File: src/rtl/dgpc_pkg.sv
// Constants for the dual pin configuration block
package dgpc_pkg;
  // ----------------------------------------
  // Register map
  // ----------------------------------------
  localparam logic [3:0] DGPC_EXT_PREFIX  = 4'hf;
  localparam logic [3:0] DGPC_WR_CFG_A    = 4'h0;
  localparam logic [3:0] DGPC_WR_CFG_B    = 4'h1;
  localparam logic [3:0] DGPC_WR_DATA     = 4'h2;
  localparam logic [4:0] DGPC_RD_CFG_A    = 5'h1b;
  localparam logic [4:0] DGPC_RD_CFG_B    = 5'h1c;
  localparam logic [4:0] DGPC_RD_DATA     = 5'h1d;
  localparam logic [7:0] DGPC_RESET_VALUE = 8'h00;
  // ----------------------------------------
  // Field positions
  // ----------------------------------------
  localparam int DGPC_TWO_IRQ_EN  = 0;
  localparam int DGPC_TWO_DIR     = 1;
  localparam int DGPC_TWO_POL     = 2;
  localparam int DGPC_TWO_FUNC    = 3;
  localparam int DGPC_ONE_IRQ_EN  = 4;
  localparam int DGPC_ONE_DIR     = 5;
  localparam int DGPC_ONE_POL     = 6;
  localparam int DGPC_ONE_FUNC    = 7;
  localparam int DGPC_ONE_LEVEL   = 7;
  localparam int DGPC_TWO_LEVEL   = 6;
  localparam int DGPC_LEVEL_MASK  = 8'hc0;
endpackage

File: src/rtl/dgpc_top.sv
// Dual pin configuration registers, pin drivers and shared interrupt
`timescale 1ns/1ps
`default_nettype none
module dgpc_top
  import dgpc_pkg::*;
(
  input  wire logic       ref_clk_in,
  input  wire logic       reset_in,
  input  wire logic       wr_strobe_in,
  input  wire logic [15:0] wr_word_in,
  input  wire logic [4:0] rd_addr_in,
  output logic      [7:0] rd_data_out,
  input  wire logic       pin_one_in,
  output logic            pin_one_out,
  output logic            pin_one_oe_out,
  input  wire logic       pin_two_in,
  output logic            pin_two_out,
  output logic            pin_two_oe_out,
  output logic            analog_input_one_sel_out,
  output logic            analog_input_two_sel_out,
  output logic            irq_out
);
  import dgpc_pkg::*;

  // ----------------------------------------
  // Registers and pin synchronisers
  // ----------------------------------------
  logic [7:0] cfg_a_q;
  logic [7:0] cfg_b_q;
  logic [7:0] data_q;
  logic [2:0] one_sync_q;
  logic [2:0] two_sync_q;
  logic       one_lvl_q;
  logic       two_lvl_q;

  // ----------------------------------------
  // Write decode
  // ----------------------------------------
  // Extended map prefix
  wire ext_sel   = wr_strobe_in && (wr_word_in[15:12] == DGPC_EXT_PREFIX);
  wire wr_cfg_a  = ext_sel && (wr_word_in[11:8] == DGPC_WR_CFG_A);
  wire wr_cfg_b  = ext_sel && (wr_word_in[11:8] == DGPC_WR_CFG_B);
  wire wr_data   = ext_sel && (wr_word_in[11:8] == DGPC_WR_DATA);
  wire [7:0] wr_byte = wr_word_in[7:0];

  // ----------------------------------------
  // Field decode
  // ----------------------------------------
  // Pin one role
  wire pin_one_function_select = cfg_a_q[DGPC_ONE_FUNC];
  wire pin_two_function_select = cfg_a_q[DGPC_TWO_FUNC];
  wire pin_one_direction       = cfg_a_q[DGPC_ONE_DIR];
  wire pin_two_direction       = cfg_a_q[DGPC_TWO_DIR];
  wire pin_one_polarity        = cfg_a_q[DGPC_ONE_POL];
  wire pin_two_polarity        = cfg_a_q[DGPC_TWO_POL];
  wire pin_one_irq_enable      = cfg_a_q[DGPC_ONE_IRQ_EN];
  wire pin_two_irq_enable      = cfg_a_q[DGPC_TWO_IRQ_EN];

  // ----------------------------------------
  // Pin drivers
  // ----------------------------------------
  // Driver off in analog mode
  assign pin_one_oe_out = pin_one_function_select && !pin_one_direction;
  assign pin_two_oe_out = pin_two_function_select && !pin_two_direction;
  assign pin_one_out    = data_q[DGPC_ONE_LEVEL];
  assign pin_two_out    = data_q[DGPC_TWO_LEVEL];
  assign analog_input_one_sel_out = !pin_one_function_select;
  assign analog_input_two_sel_out = !pin_two_function_select;

  // ----------------------------------------
  // Interrupt
  // ----------------------------------------
  // Active level raises interrupt
  wire one_active = pin_one_function_select && pin_one_direction && pin_one_irq_enable
                    && (one_lvl_q == pin_one_polarity);
  wire two_active = pin_two_function_select && pin_two_direction && pin_two_irq_enable
                    && (two_lvl_q == pin_two_polarity);
  assign irq_out = one_active || two_active;

  // ----------------------------------------
  // Read mux
  // ----------------------------------------
  // Input pins report their level
  wire one_rd = pin_one_direction ? one_lvl_q : data_q[DGPC_ONE_LEVEL];
  wire two_rd = pin_two_direction ? two_lvl_q : data_q[DGPC_TWO_LEVEL];
  wire [7:0] data_rd = {one_rd, two_rd, 6'h00};
  wire [7:0] rd_mux = (rd_addr_in == DGPC_RD_CFG_A) ? cfg_a_q :
                      (rd_addr_in == DGPC_RD_CFG_B) ? cfg_b_q :
                      (rd_addr_in == DGPC_RD_DATA)  ? data_rd : 8'h00;

  // ----------------------------------------
  // Registers
  // ----------------------------------------
  // Reset to zero, write on decode
  always_ff @(posedge ref_clk_in or posedge reset_in)
  begin
    if (reset_in)
    begin
      cfg_a_q     <= DGPC_RESET_VALUE;
      cfg_b_q     <= DGPC_RESET_VALUE;
      data_q      <= DGPC_RESET_VALUE;
      rd_data_out <= 8'h00;
    end
    else
    begin
      if (wr_cfg_a)
        cfg_a_q <= wr_byte;
      if (wr_cfg_b)
        cfg_b_q <= wr_byte;
      if (wr_data)
        data_q <= wr_byte & DGPC_LEVEL_MASK[7:0];
      rd_data_out <= rd_mux;
    end
  end

  // Pin input synchronisers
  always_ff @(posedge ref_clk_in or posedge reset_in)
  begin
    if (reset_in)
    begin
      one_sync_q <= 3'h0;
      two_sync_q <= 3'h0;
      one_lvl_q  <= 1'b0;
      two_lvl_q  <= 1'b0;
    end
    else
    begin
      one_sync_q <= {one_sync_q[1:0], pin_one_in};
      two_sync_q <= {two_sync_q[1:0], pin_two_in};
      if (one_sync_q[2] == one_sync_q[1])
        one_lvl_q <= one_sync_q[2];
      if (two_sync_q[2] == two_sync_q[1])
        two_lvl_q <= two_sync_q[2];
    end
  end
endmodule
`default_nettype wire

File: config.mk
export PLATFORM = sky130hd
export DESIGN_NAME = dgpc_top
export DESIGN_NICKNAME = d
export VERILOG_FILES = /design/src/rtl/dgpc_pkg.sv /design/src/rtl/dgpc_top.sv
export SDC_FILE = /design/constraint.sdc
export NUM_CORES = 1
export LEC_CHECK = 0
export BUFFER_PORTS_ARGS = -buffer_cell sky130_fd_sc_hd__buf_4
export CELL_PAD_IN_SITES_DETAIL_PLACEMENT = 0
export CELL_PAD_IN_SITES_GLOBAL_PLACEMENT = 1
export CORE_MARGIN = 8
export CORE_UTILIZATION = 40
export CTS_CLUSTER_SIZE = 10
export DETAILED_ROUTE_END_ITERATION = 16
export PLACE_DENSITY_LB_ADDON = 0.1
export SLEW_MARGIN = 20
export SYNTH_ARGS = -nofsm -noshare
export SYNTH_HDL_FRONTEND = slang
export SYNTH_SLANG_ARGS = --single-unit
File: constraint.sdc
create_clock -name ref_clk_in -period 1.3 [get_ports ref_clk_in]
set_input_delay 0.26 -clock ref_clk_in [delete_from_list [all_inputs] [get_ports ref_clk_in]]
set_output_delay 0.26 -clock ref_clk_in [all_outputs]
set_load 0.01 [all_outputs]
# After elaboration in Yosys (flattened, before gate mapping)
# Index checks and enable logic that the tools add are counted.
# W data, S select, Z words.
# totals
register_bits,34
input_bits,26
out_inout_bits,15
wordCells,41
# op_classes
eq_ne,10
mux,5
reduce_logical,18
# op_table
op,n
$mux W8,3
$eq A5 B5 Y1 const B,3
$logic_and A1 B1 Y1,12
$eq A1 B1 Y1,4
$eq A4 B1 Y1 const B,1
$eq A4 B2 Y1 const B,1
$eq A4 B4 Y1 const B,1
$logic_not A1 Y1,4
$logic_not A4 Y1,1
$mux W1,2
$logic_or A1 B1 Y1,1

# Longest topological paths before layout
# logic_depth
word_depth,4
ltp_mapped,3
mapped_depth_nobuf,3

# Worst setup path after synthesis
# OpenSTA, ideal clock, no wires.
# synth_timing
path_type,in2reg
from,in wr_word_in[10]
to,reg data_q[6]
setup_time_ns,0.125
arrival_ns,1.358
t_required_ns,1.175
path_slack_ns,-0.183
stages,3
path_buffers,0
cell_sequence,nand4bb_4 > or4b_4 > mux2_4
# synth_via
elab_chain_cells,2
# synth_rtl
element,line_no,text
start: declaration,dgpc_top.sv:10,"input wire logic [15:0] wr_word_in,"
$eq A4 B2 Y1,dgpc_top.sv:43,wire wr_data = ext_sel && (wr_word_in[11:8] == DGPC_WR_DATA);
$logic_and A1 B1 Y1,dgpc_top.sv:43,
end signal: assignment,dgpc_top.sv:111,data_q <= wr_byte & DGPC_LEVEL_MASK[7:0];
end: declaration,dgpc_top.sv:30,logic [7:0] data_q;
# No other way between the ends.
# A chain may end at the register's enable or synchronous reset.

# Worst setup path after layout
# layout_timing
from,reg cfg_a_q[2]
to,out irq_out
# layout_via
elab_chain_cells,3
# layout_rtl
element,line_no,text
start: declaration,dgpc_top.sv:28,logic [7:0] cfg_a_q;
start signal: assignment,dgpc_top.sv:107,cfg_a_q <= wr_byte;
$eq A1 B1 Y1,dgpc_top.sv:77,&& (two_lvl_q == pin_two_polarity);
$logic_and A1 B1 Y1,dgpc_top.sv:77,
$logic_or A1 B1 Y1,dgpc_top.sv:78,assign irq_out = one_active || two_active;
end: declaration,dgpc_top.sv:21,output logic irq_out
# No other way between the ends.

==> metrics.txt <==
Die X=about 74 µm; CP max FO=2; via count=951; Mapped Cells=88; most frequent cell after synthesis=dfrtp_1; CTS H-Tree Depth=2; area post-placement=about 0.0018 mm²; Worst VDD drop=about 0.00060 V; Synth Area in XOR/XNOR=1.29%; RSZ-0062 raised after global routing=true; CP startpoint kind=register; number of CTS-inserted buffers=5; arrival time at the worst endpoint=roughly 1200 ps; Post-Synth Adder-Cell Area=~1.5%; endpoints failing hold=0; simple-gate area share of the yosys netlist=~10%; ys flop type=dfrtp_1; Synth Warn #=0; crit end category=output pin; FF+latch area=~850 µm²; Net Switching=approximately 0.47 mW; initial cell density of the core=between 40% and 50%; Avg WL per Cell=about 15 µm; MaxCap Viol Count=0; Setup-failing EPs final=2; CTS tree=done; drt first-iter violations=57; Layout Skew=8.64 ps; largest net degree at the start of global routing=35; Hold WS=10.7 ps; Inst Count DP=between 150 and 200; clock network power share=42.7%; Tot GR Track Use=between 10% and 20%; Tmin final=between 1000 and 1500 ps; Net Sw Frac=between 10% and 20%; # fillers=286; Core Area=0.00331 mm²; post-route setup TNS=-218 ps; Least-Margin Pin Slew=about 640 ps; initial antenna violation count=0; Final Net Count=between 150 and 200; Max Freq=between 600 and 700 MHz; violated checks=setup timing; footprint of the multi-input gates=between 500 and 600 µm²; Synth area leader=dfrtp_1; routability congestion estimate=0.695; first-pass GRT wire length=~4.9 mm; fraction of layout instances using a drive strength above 1=between 50% and 60%; Tot Pwr=2.35 mW; Reg-to-Reg Start=cfg_a_q[5]$_DFFE_PP0P_; required time worst endpoint=approximately 1000 ps; Compound-Gate Fraction of Synth Area=6.45%; Die Y=74.3 µm; mux share of post-synthesis cell area=approximately 17%; via/cell ratio=~4.8; vias in the first global route=between 1000 and 1500; row cnt=21; Post-synth top cells=34 x dfrtp_1, 16 x mux2_2, 6 x a22o_1, 6 x nor2_1, 4 x inv_1; Synth top area share=between 60 and 70%; die area=approximately 0.0055 mm²; worst setup path startpoint=cfg_a_q[2]$_DFFE_PP0P_; Inserted Diodes=0; status=finished, violations left; EDFF count, synth=0; I/O Buffers=40; Synth async-reset ratio=100%; top post-synthesis cells by area=dfrtp_1 63%, mux2_2 13%, a22o_1 3.9%; I/O Pins=41; Max Root-Sink Buffers=2; clk sinks=34; Remaining Overflow, GRT=0; internal power=roughly 1.9 mW; Post-Syn Area=around 0.0014 mm²; ANT nets after route=0; HP Class=primary input to asynchronous set/reset pin; crit share post-route=114%; Yosys reg bits=34; half-perimeter wire length after placement=2.22 mm; final non-filler cell total=197; Worst-Skew Late Latency=approximately 330 ps; sequential area share after synthesis=a little over three fifths; syn_area_per_cell=roughly 15 µm²; Slew Viols, Final=0; Root Driver=clkbuf_4; combinational power share=a little under a tenth; DRC violations left=0; PD cells=1180 mW/mm²; DR pass1 iterations=4; main combinational cell family by area after synthesis=multiplexers; Worst slew margin=56.9%; Synth Net Count=between 100 and 150; final worst slack=-180 ps; Worst-path clk slew=about 100 ps; Yosys cell types=19; final wirelength=~3.0 mm; P&R area growth vs syn=46.3%; P_leak=~1.0 nW; design area=approximately 0.002 mm²; CP Class=register to output pin; Flop pwr share=48.0%
-- final cells by class --
| type | count | share of cell area (%) |
|---|---|---|
| Sequential cell | 34 | 42.8 |
| Inverter | 4 | 0.755 |
| Clock buffer | 6 | 2.58 |
| Tap cell | 46 | 2.89 |
| Timing Repair Buffer | 55 | 22.3 |
| Multi-Input combinational cell | 50 | 25.7 |
| Clock inverter | 2 | 3.02 |
-- cell usage in the layout (no fill, tap or decap), types with 2 or more instances in the layout --
| cell | instances |
|---|---|
| buf_12 | 2 |
| dlygate4sd3_1 | 2 |
| buf_4 | 51 |
| nand4_1 | 2 |
| nor4_4 | 2 |
| a211oi_1 | 2 |
| nand3_1 | 2 |
| a22o_1 | 6 |
| dfrtp_1 | 34 |
| nor2_1 | 5 |
| inv_1 | 3 |
| bufinv_16 | 2 |
| clkbuf_4 | 5 |
| mux2_2 | 12 |
| mux2_4 | 6 |
| mux2i_1 | 2 |
| a21o_1 | 2 |
| maj3_1 | 2 |
-- critical path, stage by stage, from the launching register on --
cell and delay, ps:
dfrtp_1 410, xnor2_1 140, nand4_1 110, o21ai_1 100, buf_4 140
-- power by group through the flow --
stage | sequential [mW] | combinational (mW) | clock [mW]
2_1_floorplan | 1.15 | 0.0836 | 0
3_3_place_gp | 1.15 | 0.186 | 0
3_5_place_dp | 1.16 | 0.193 | 0
4_1_cts | 1.13 | 0.216 | 1.03
5_1_grt | 1.14 | 0.238 | 1.08
6_report | 1.13 | 0.219 | 1.00
-- path summary, 6_finish.rpt --
path / to / cells after the start / slack [ps]
setup / recovery: irq_out / 4 / -180
hold / removal: rd_data_out[2]$_DFF_PP0_ / 3 / 10
setup reg to reg: rd_data_out[7]$_DFF_PP0_ / 4 / 210
hold reg to reg: two_sync_q[1]$_DFF_PP0_ / 0 / 360
max in group asynchronous: data_q[6]$_DFFE_PP0P_ / 3 / 980
min in group ref_clk_in: cfg_a_q[4]$_DFFE_PP0P_ / 2 / 160
-- cell families (layout without fill, tap and decap cells) --
group | after synthesis | count (layout)
AO/OA/AOI/OAI | 11 | 11
adder cells (fa/ha/maj) | 2 | 2
flip-flops | 34 | 34
multiplexers | 20 | 20
XOR/XNOR | 2 | 2
AND/OR/NAND/NOR | 15 | 15
buffers and inverters | 4 | 67
-- routing by layer --
layer	track usage, %	vias up	wire length, µm
li1	-	443	-
met1	13.3	468	1220
met2	18.8	35	1500
met3	6.74	5	293
met4	5.87	0	42
met5	0	-	0
-- repair_timing --
item / in CTS / in global routing
hold buffers: 0 / 2
hold endpoints to repair: 0 / 2
pin swaps: 3 / 0
setup endpoints to repair: 3 / 3
resized for setup: 1 / 2
setup buffers: 7 / 1
-- state kept, by name, summed over array words and instances (netlist names) --
| name | flops |
|---|---|
| data_q | 2 |
| cfg_a_q | 8 |
| cfg_b_q | 8 |
| one_sync_q | 3 |
| rd_data_out | 8 |
| two_lvl_q | 1 |
| one_lvl_q | 1 |
| two_sync_q | 3 |
-- per-stage QoR --
stage / util, % / setup slack [ps]
3_3_place_gp: 54.2 / -303
3_5_place_dp: 54.2 / -328
6_report: 60.1 / -180
2_1_floorplan: - / -183
5_1_grt: 60.1 / -315
4_1_cts: 59.1 / -236
Power figures use the tool's default switching activity.
